==> config.mk <==
export PLATFORM = sky130hd
export DESIGN_NAME = psr_transfer_decode
export DESIGN_NICKNAME = d
export VERILOG_FILES = /design/src/hw/psr_transfer_decode.v
export VERILOG_INCLUDE_DIRS = /design/src /design/src/hw
export SDC_FILE = /design/constraint.sdc
export NUM_CORES = 1
export LEC_CHECK = 0
export BUFFER_PORTS_ARGS = -buffer_cell sky130_fd_sc_hd__buf_2
export CORE_MARGIN = 4
export CORE_UTILIZATION = 47
export CTS_BUF_LIST = sky130_fd_sc_hd__clkbuf_16
export DETAILED_ROUTE_END_ITERATION = 8
export GPL_ROUTABILITY_DRIVEN = 0
export HOLD_SLACK_MARGIN = 0.12
export PLACE_DENSITY = 0.8
export SLEW_MARGIN = 20
export SYNTH_ARGS = -nofsm -noshare
export SYNTH_HDL_FRONTEND = slang
export SYNTH_SLANG_ARGS = --single-unit
==> constraint.sdc <==
create_clock -name I_SYS_CLK -period 3.1 [get_ports I_SYS_CLK]
set_input_delay 0.465 -clock I_SYS_CLK [delete_from_list [all_inputs] [get_ports I_SYS_CLK]]
set_output_delay 0.465 -clock I_SYS_CLK [all_outputs]
set_load 0.05 [all_outputs]
==> src/hw/psr_xfer_consts.vh <==
// Encoding constants for the status-transfer decoder
`ifndef PSR_XFER_CONSTS_VH
`define PSR_XFER_CONSTS_VH
`define COND_HI        31
`define COND_LO        28
`define CLS_HI         27
`define CLS_LO         26
`define CLS_VAL        2'h0
`define IMM_BIT        25
`define OPC_HI         24
`define OPC_LO         23
`define OPC_VAL        2'h2
`define SEL_BIT        22
`define FLGPAT_HI      21
`define FLGPAT_LO      12
`define FLGPAT_VAL     10'h29f
`define FULLPAT_VAL    10'h28f
`define RDPAT_HI       21
`define RDPAT_LO       16
`define RDPAT_VAL      6'h0f
`define RD_HI          15
`define RD_LO          12
`define RDZERO_HI      11
`define RDZERO_LO      0
`define RM_HI          3
`define RM_LO          0
`define PAD_HI         11
`define PAD_LO         4
`define PAD_VAL        8'h00
`define ROT_HI         11
`define ROT_LO         8
`define IMM8_HI        7
`define IMM8_LO        0
`define TOPCLS_HI      27
`define TOPCLS_LO      23
`define TOPCLS_VAL     5'h02
`define FLAGS_HI       31
`define FLAGS_LO       28
`define FLAG_N         31
`define FLAG_Z         30
`define FLAG_C         29
`define FLAG_V         28
`define CTRL_HI        7
`define CTRL_LO        0
`define MODE_HI        4
`define MODE_LO        0
`define MODE_USER      5'h10
`define STATUS_RESET   32'h000000d3
`define DEFINED_MASK   32'hf00000ff
`define PC_REG         4'hf
`define OFS_STATUS     32'h00000000
`define OFS_SAVED      32'h00000004
`define OFS_INFO       32'h00000008
`endif

==> src/hw/psr_transfer_decode.v <==
// Status-register transfer decode and single-cycle execute
//
// The register addresses and strobed register access were decided locally.
`timescale 1ns/1ps
`include "psr_xfer_consts.vh"

// What this block does
// - Flag-only write decoded from bits 27:26, 24:23 and fixed 1010011111 pattern.
// - Bit 22 picks current status word or the single, unbanked saved status word.
// - Bit 25 low takes source from register in bits 3:0; 11:4 zero.
// - Immediate form builds 32-bit source from 8-bit value and 4-bit rotate.
// - Only twelve status bits exist; reserved bits are not stored.
// - Register flag write copies top four bits into N,Z,C,V only.
// - Immediate flag write takes top four bits of expanded immediate.
// - Every transfer completes in one cycle, no extra internal cycles.
// - Mode field sits in low five bits of status word.
// - In user mode a full write to the current status word changes only the flags in 31:28.
// - Instruction acts only when its condition passes on current flags.
module psr_transfer_decode
(
  input  wire        I_SYS_CLK,
  input  wire        I_RSTN,
  input  wire        i_instr_valid,
  input  wire [31:0] i_instr,
  input  wire [31:0] i_src_data,
  input  wire [31:0] i_wr_addr,
  input  wire [31:0] i_wr_data,
  input  wire        i_wr_stb,
  input  wire        i_rd_stb,
  output wire [3:0]  o_src_reg,
  output reg         o_gp_we,
  output reg  [3:0]  o_gp_waddr,
  output reg  [31:0] o_gp_wdata,
  output reg         o_done,
  output reg         o_illegal,
  output reg  [31:0] o_status,
  output reg  [31:0] o_saved_status,
  output reg  [31:0] o_rd_data
);

  // ----------------------------------------------------------------
  // Register file offsets for software access
  // ----------------------------------------------------------------
  localparam [31:0] ADDR_STATUS = `OFS_STATUS;
  localparam [31:0] ADDR_SAVED  = `OFS_SAVED;
  localparam [31:0] ADDR_INFO   = `OFS_INFO;

  // ----------------------------------------------------------------
  // Instruction field decode
  // ----------------------------------------------------------------
  wire [3:0] cond    = i_instr[`COND_HI:`COND_LO];
  wire       is_imm  = i_instr[`IMM_BIT];
  wire       sel_sav = i_instr[`SEL_BIT];
  wire [3:0] rot     = i_instr[`ROT_HI:`ROT_LO];
  wire [7:0] imm8    = i_instr[`IMM8_HI:`IMM8_LO];

  // Flag-only write: register or immediate source; the register form also
  // needs an all-zero pad, otherwise the word is not this instruction
  wire dec_flg = (i_instr[`CLS_HI:`CLS_LO] == `CLS_VAL) &&
                 (i_instr[`OPC_HI:`OPC_LO] == `OPC_VAL) &&
                 (i_instr[`FLGPAT_HI:`FLGPAT_LO] == `FLGPAT_VAL) &&
                 (is_imm || (i_instr[`PAD_HI:`PAD_LO] == `PAD_VAL));
  // Full write from register: bit 16 of the fixed field tells it apart
  // from the flag form, so the two decodes never match one word
  wire dec_full = (i_instr[`TOPCLS_HI:`TOPCLS_LO] == `TOPCLS_VAL) && !is_imm &&
                  (i_instr[`FLGPAT_HI:`FLGPAT_LO] == `FULLPAT_VAL) &&
                  (i_instr[`PAD_HI:`PAD_LO] == `PAD_VAL);
  // Read of a status word into a general register
  wire dec_read = (i_instr[`TOPCLS_HI:`TOPCLS_LO] == `TOPCLS_VAL) && !is_imm &&
                  (i_instr[`RDPAT_HI:`RDPAT_LO] == `RDPAT_VAL) &&
                  (i_instr[`RDZERO_HI:`RDZERO_LO] == 12'h000);

  assign o_src_reg = i_instr[`RM_HI:`RM_LO];

  // ----------------------------------------------------------------
  // Immediate expansion
  // ----------------------------------------------------------------
  // Rotate right by twice the field; doubled value fits five bits
  // Two copies side by side turn a plain shift into a rotate
  wire [4:0]  rot2   = {rot, 1'b0};
  wire [63:0] dbl    = {24'h000000, imm8, 24'h000000, imm8};
  wire [63:0] shr    = dbl >> rot2;
  wire [31:0] imm32  = shr[31:0];
  wire [31:0] src    = is_imm ? imm32 : i_src_data;

  // ----------------------------------------------------------------
  // Status storage: only defined bits kept
  // ----------------------------------------------------------------
  // One saved word, not banked per mode; user mode is not fenced off from it
  reg  [31:0] status_q;
  reg  [31:0] saved_q;
  reg  [31:0] status_d;
  reg  [31:0] saved_d;
  wire [3:0]  flg = status_q[`FLAGS_HI:`FLAGS_LO];
  wire        user_mode = (status_q[`MODE_HI:`MODE_LO] == `MODE_USER);

  // Condition evaluation on current flags
  // Code 0xf is taken as never, so such words retire with no effect
  reg cond_ok;
  always @*
  begin
    case (cond)
      4'h0:    cond_ok = flg[2];
      4'h1:    cond_ok = !flg[2];
      4'h2:    cond_ok = flg[1];
      4'h3:    cond_ok = !flg[1];
      4'h4:    cond_ok = flg[3];
      4'h5:    cond_ok = !flg[3];
      4'h6:    cond_ok = flg[0];
      4'h7:    cond_ok = !flg[0];
      4'h8:    cond_ok = flg[1] && !flg[2];
      4'h9:    cond_ok = !flg[1] || flg[2];
      4'ha:    cond_ok = (flg[3] == flg[0]);
      4'hb:    cond_ok = (flg[3] != flg[0]);
      4'hc:    cond_ok = !flg[2] && (flg[3] == flg[0]);
      4'hd:    cond_ok = flg[2] || (flg[3] != flg[0]);
      4'he:    cond_ok = 1'b1;
      default: cond_ok = 1'b0;
    endcase
  end

  // Reserved bits are never stored; they read back as zero
  wire        go       = i_instr_valid && cond_ok;
  wire [31:0] sel_word = sel_sav ? saved_q : status_q;
  wire        pc_named = (dec_read && (i_instr[`RD_HI:`RD_LO] == `PC_REG)) ||
                         ((dec_full || (dec_flg && !is_imm)) && (o_src_reg == `PC_REG));
  // An instruction that really changes a status word outranks software;
  // a refused one (program counter named) lets the software write land
  wire        instr_wr = go && !pc_named && (dec_flg || dec_full);

  // Next-state of both status words
  always @*
  begin
    status_d = status_q;
    saved_d  = saved_q;
    if (go && !pc_named)
    begin
      if (dec_flg)
      begin
        // Flags only; control byte untouched
        if (sel_sav)
          saved_d[`FLAGS_HI:`FLAGS_LO] = src[`FLAGS_HI:`FLAGS_LO];
        else
          status_d[`FLAGS_HI:`FLAGS_LO] = src[`FLAGS_HI:`FLAGS_LO];
      end
      else if (dec_full)
      begin
        if (sel_sav)
          saved_d = src & `DEFINED_MASK;
        else if (user_mode)
          status_d[`FLAGS_HI:`FLAGS_LO] = src[`FLAGS_HI:`FLAGS_LO];
        else
          status_d = src & `DEFINED_MASK;
      end
    end
  end

  // ----------------------------------------------------------------
  // State and outputs; everything retires one cycle after it arrives
  // ----------------------------------------------------------------
  always @(posedge I_SYS_CLK or negedge I_RSTN)
  begin
    if (!I_RSTN)
    begin
      status_q       <= `STATUS_RESET;
      saved_q        <= 32'h00000000;
      o_gp_we        <= 1'b0;
      o_gp_waddr     <= 4'h0;
      o_gp_wdata     <= 32'h00000000;
      o_done         <= 1'b0;
      o_illegal      <= 1'b0;
      o_status       <= `STATUS_RESET;
      o_saved_status <= 32'h00000000;
      o_rd_data      <= 32'h00000000;
    end
    else
    begin
      status_q       <= status_d;
      saved_q        <= saved_d;
      o_status       <= status_d;
      o_saved_status <= saved_d;
      o_done         <= i_instr_valid && (dec_flg || dec_full || dec_read);
      o_illegal      <= i_instr_valid && (!(dec_flg || dec_full || dec_read) || pc_named);
      o_gp_we        <= go && dec_read && !pc_named;
      o_gp_waddr     <= i_instr[`RD_HI:`RD_LO];
      o_gp_wdata     <= sel_word;
      // Software window, answer one cycle after the read strobe
      // Reads show the word as it stood before this edge's update
      if (i_rd_stb)
      begin
        case (i_wr_addr)
          ADDR_STATUS: o_rd_data <= status_q;
          ADDR_SAVED:  o_rd_data <= saved_q;
          ADDR_INFO:   o_rd_data <= {31'h00000000, user_mode};
          default:     o_rd_data <= 32'h00000000;
        endcase
      end
      else
        o_rd_data <= 32'h00000000;
      // Debug write path; a same-cycle instruction write wins, since
      // software is only a side door for test and bring-up
      if (i_wr_stb && !instr_wr)
      begin
        if (i_wr_addr == ADDR_STATUS)
        begin
          status_q <= i_wr_data & `DEFINED_MASK;
          o_status <= i_wr_data & `DEFINED_MASK;
        end
        else if (i_wr_addr == ADDR_SAVED)
        begin
          saved_q        <= i_wr_data & `DEFINED_MASK;
          o_saved_status <= i_wr_data & `DEFINED_MASK;
        end
      end
    end
  end

endmodule

# --- Word level (Yosys, flattened, before mapping) ---
# Index checks and enable logic that the tools add are counted.
word_totals:
  out_inout_bits: 139
  regBits: 135
  input_bits: 133
  word_cells: 100
op_classes:
  n_eq_ne: 26
  n_reduce_logical: 42
  shift: 1
  n_mux: 23
ops:
  columns: ["op", "count"]
  rows:
  - ["32-bit two-way mux", 14]
  - ["32-bit one-hot mux with 3 select lines", 1]
  - ["28-bit two-way mux", 3]
  - ["40-bit by 5-bit >> shifter with 32-bit output", 1]
  - ["4-bit equality test, second input constant", 9]
  - ["32-bit by 3-bit equality test with 1-bit output, second input constant", 1]
  - ["32-bit by 4-bit equality test with 1-bit output, second input constant", 1]
  - ["32-bit logical NOT", 1]
  - ["1-bit logical AND", 21]
  - ["10-bit equality test, second input constant", 2]
  - ["4-bit by 3-bit equality test with 1-bit output, second input constant", 4]
  - ["4-bit two-way mux", 4]
  - ["1-bit one-hot mux with 15 select lines", 1]
  - ["12-bit logical NOT", 1]
  - ["4-bit by 2-bit equality test with 1-bit output, second input constant", 2]
  - ["1-bit logical NOT", 8]
  - ["8-bit logical NOT", 1]
  - ["1-bit logical OR", 8]
  - ["6-bit by 4-bit equality test with 1-bit output, second input constant", 1]
  - ["5-bit by 2-bit equality test with 1-bit output, second input constant", 1]
  - ["5-bit equality test, second input constant", 1]
  - ["4-bit by 1-bit equality test with 1-bit output, second input constant", 1]
  - ["4-bit logical NOT", 1]
  - ["2-bit equality test, second input constant", 1]
  - ["3 further kinds", 3]

# --- Longest topological paths before layout ---
logic_depth:
  word_depth: 14
  depth_mapped: 10
  depth_no_buf: 7

# --- Worst setup path after synthesis ---
# No wires, ideal clock.
synth_timing:
  path_kind: "input port to flip-flop"
  from: "input i_instr[9]"
  to: "register saved_q[2]"
  path_buffers: 2
  t_arrival_ns: 2.801
  setup_slack_ns: 0.174
  setup_time_ns: 0.125
  required_time_ns: 2.975
  cell_stages: 9
  cell_sequence: "buf_6 -> or4_4 -> or4_4 -> a211oi_4 -> nor2_2 -> and4_1 -> buf_6 -> mux2_4 -> mux2_2"
synth_via:
  elab_chain_cells: 13
  elab_cells_between_ends: 26
synth_rtl:
  columns: ["element", "line", "source"]
  rows:
  - ["start, declared", "psr_transfer_decode.v:24", "input wire [31:0] i_instr,"]
  - ["branches (longest 12 deep; another with 40-bit by 5-bit >> shifter with 32-bit output)", null, null]
  - ["32-bit two-way mux (*)", "psr_transfer_decode.v:202", "if (i_wr_stb && !instr_wr)"]
  - ["end signal, assigned", "psr_transfer_decode.v:179", "saved_q <= saved_d;"]
  - ["end signal, assigned", "psr_transfer_decode.v:211", "saved_q <= i_wr_data & `DEFINED_MASK;"]
  - ["end, declared", "psr_transfer_decode.v:91", "reg [31:0] saved_q;"]
# Mark *: on every way between the ends.

# --- Final worst setup path ---
layout_timing:
  from: "input i_instr[23]"
  to: "register status_q[3]"
layout_via:
  elab_chain_cells: 14
  elab_cells_between_ends: 26
layout_rtl:
  columns: ["element", "line", "source"]
  rows:
  - ["branches (longest 13 deep; another with 32-bit two-way mux)", null, null]
  - ["32-bit two-way mux (*)", "psr_transfer_decode.v:202", null]
  - ["end signal, assigned", "psr_transfer_decode.v:165", "status_q <= `STATUS_RESET;"]
  - ["end signal, assigned", "psr_transfer_decode.v:178", "status_q <= status_d;"]
  - ["end signal, assigned", "psr_transfer_decode.v:206", "status_q <= i_wr_data & `DEFINED_MASK;"]
  - ["end, declared", "psr_transfer_decode.v:90", "reg [31:0] status_q;"]
# Marked as above.

==> results.ini <==
[synthesis]
synth_simple_gate_area_share_pct = 16.6
synth_nets = 662
syn_area_per_cell_sq_um = 11.5
syn_area_sq_mm = 0.00610
yosysTopAreaCell = dfrtp_1
synth_area_leaders = dfrtp_1 (53%), mux2_2 (8.5%), and2_1 (4.3%)
synth_compound_area_share_pct = 10.3
synth_top_area_share_pct = 53.4
synth_warnings = 0
ys_seq_area_share_pct = 55.5
synth_edf_count = 0
post-synth-top-count-cell = dfrtp_1
synth_ff_type = dfrtp_1
synthCells = 529
ys_ff_latch = 135
synth-async-reset-ratio_pct = 100
synth_common_cells = dfrtp_1 (130), nor2_1 (50), mux2_2 (46)
synthAdderAreaFrac_pct = 0
synthXorXnorAreaFrac_pct = 0.144
yosysUniqueCellTypes = 56
synth_top_family_by_area = simple AND/OR/NAND/NOR gates
synth_mux_area_share_pct = 13.9

[critical_path]
worstRegToRegCells = 8
rr_startpoint = status_q[31]
endpoint_kind = register
r2r_slack_ns = 0.38
arrival_ns = 3.07
r2r_end = saved_q[2]
worstSetupPathType = in -> reg
slowest_stage = or4b_2
cp-startpoint = i_instr[23]
cpPeakStageDelay_ns = 0.69
critical_path_required_ns = 3.40
crit_buf_inv = 2
cp_num_cells = 8
cp_max_fo = 6
worstPathCellList = buf_2 > or4b_2 > or4_4 > nor4_1 > and4b_1 > buf_4 > mux2_4 > mux2_2
startpoint_type = input port
cp_top_family = simple AND/OR/NAND/NOR gates

[power]
ir_worst_vdd_v = 0.000284
p_sw_share_pct = 23.1
power_density_mw_per_mm2 = 516
p_comb_share_pct = 6.4
p_leak_uw = 0.00430
share_seq_of_total_power_pct = 42.0
intPower_uw = 3240
switching_power_uw = 972
p_clk_share_pct = 51.6

[global_routing]
globalRouteTotalUtil_pct = 23.8
gr-usage-met1_pct = 29.3
met2_usage_pct = 41.8
grt_pass1_wl_microns = 27400
grt_overflow = 0
grt_pass1_vias = 5226
met3_usage_pct = 5.11
antenna_found_initial = 1
grt_max_degree = 112
busiest_layer = met2

[drt]
firstDrtPassIters = 6
via_per_inst = 5.46
initialDrtViolationCount = 400
vias = 5210
postRouteAntennaNets = 0
wl_microns = 17600
wire_per_inst_microns = 18.5
drcViolationCount = 0

[die]
die_x_microns = 122
io_pins = 272
rows = 41
dieArea_sq_mm = 0.0149
core_area_sq_mm = 0.0127
die-height_microns = 122
initial_utilization_pct = 48.1

[sta]
skew_ns = 0.0104
drv_slew = 0
setup_violations = 0
max-slew-margin-rel_pct = 34.6
min_period_ns = 2.77
tightest_slew_ns = 0.977
timing.fmax_mhz = 361
hold_viol = 0
finalCritPeriodShare_pct = 89.5
rsz0062_at_grt = false
tns_ns = 0

[job]
maxCapViolations = 0

[place]
portBuffers = 231
detailed_place_hpwl_microns = 12700
placed_cells = 921

[worst_hold_path]
min_path_type = in -> async

[clock_network]
cts_made_buffers = 17
cts_resized = 0
ctsHoldBuffers = 0
clk_pin_slew_ns = 0.07
htreeDepth = 4
tritoncts = done
clock_sinks = 135
cts.path.max_buffers = 2
clock_latency_ns = 0.41
cts_setup_buffers = 0
clock-root-buffer = clkbuf_16

[status]
status = complete, no violations

[cells_and_area]
nets = 901
instances_no_fill = 954
multi_input_area_sq_mm = 0.00252
area_delta_synth_final_pct = 33.9
fillers = 1042
layout-drive-gt1-share_pct = 45.7
seq_area_sq_mm = 0.00338

## worst reg2reg max path, stage by stage, from the launching register on
cell and delay, ns:
dfrtp_1 0.55, xor2_1 0.22, o2bb2ai_1 0.12, a2111oi_0 0.47, o21ai_1 0.19, buf_4 0.20, a211oi_2 0.27, buf_4 0.25
mux2_2 0.35
## final cells by class
class | count | area share (%)
timing repair buffer | 258 | 16.9
sequential | 135 | 41.5
antenna | 1 | 0.0307
clock inverter | 15 | 2.64
tap | 172 | 2.64
inverter | 6 | 0.276
clock buffer | 17 | 5.21
multi-input combinational | 350 | 30.9
## placed cells by master, fill, tap and decap left out, types with 8 or more instances in the layout
cell type and count:
nand2_1 31, nor2b_1 8, mux2i_1 24, dfrtp_1 130, clkbuf_16 17, buf_4 26
a22oi_1 32, buf_2 230, and2_1 42, mux2_2 46, nor4_1 10, o21ai_0 16
nor2_1 50
## flip-flops by register name, summed over array words and instances, names as in the netlist
name	cells
o_gp_wdata	32
o_rd_data	32
saved_q	32
status_q	32
o_gp_waddr	4
o_done	1
o_gp_we	1
o_illegal	1
## kinds of logic after synthesis
group | after synthesis
AOI/OAI and AO/OA | 87
and+or+nand+nor | 186
buffers and inverters | 44
DFF | 135
xor gates and xnor gates | 1
muxes | 76
## metrics by stage
stage                     area [sq um]  util [%]  hold slack (ns)  power [uW]  setup slack (ns)
final                             8160      64.4            0.175        4210             0.327
after detailed placement          7520      59.3            0.516        2070           -0.0937
after global routing              8160      64.4            0.154        4360             0.240
after CTS                         8160      64.4            0.158        4250             0.343
after global placement            7520      59.3            0.510        2060           -0.0104
after floorplan                   6100         -            0.169        1930             0.174
## metal layers
layer	part of all wire, %	wire length [microns]
met5	0	0
met4	1.6	287
met3	7.4	1310
met2	51	9010
met1	40	7000
## power by group through the flow
| stage | clock, uW | combinational, uW | sequential, uW |
|---|---|---|---|
| after floorplan | 0 | 104 | 1820 |
| after global placement | 0 | 260 | 1800 |
| after detailed placement | 0 | 270 | 1800 |
| after CTS | 2210 | 271 | 1770 |
| after global routing | 2300 | 294 | 1770 |
| final | 2170 | 270 | 1770 |
## worst max-delay path by stage
stage,endpoint,slack (ns)
floorplan,saved_q[2],0.17
global placement,saved_q[3],-0.01
detailed placement,status_q[3],-0.09
CTS,status_q[3],0.34
global route,saved_q[2],0.24
finish,status_q[3],0.33
(Power assumes the default switching activity.)
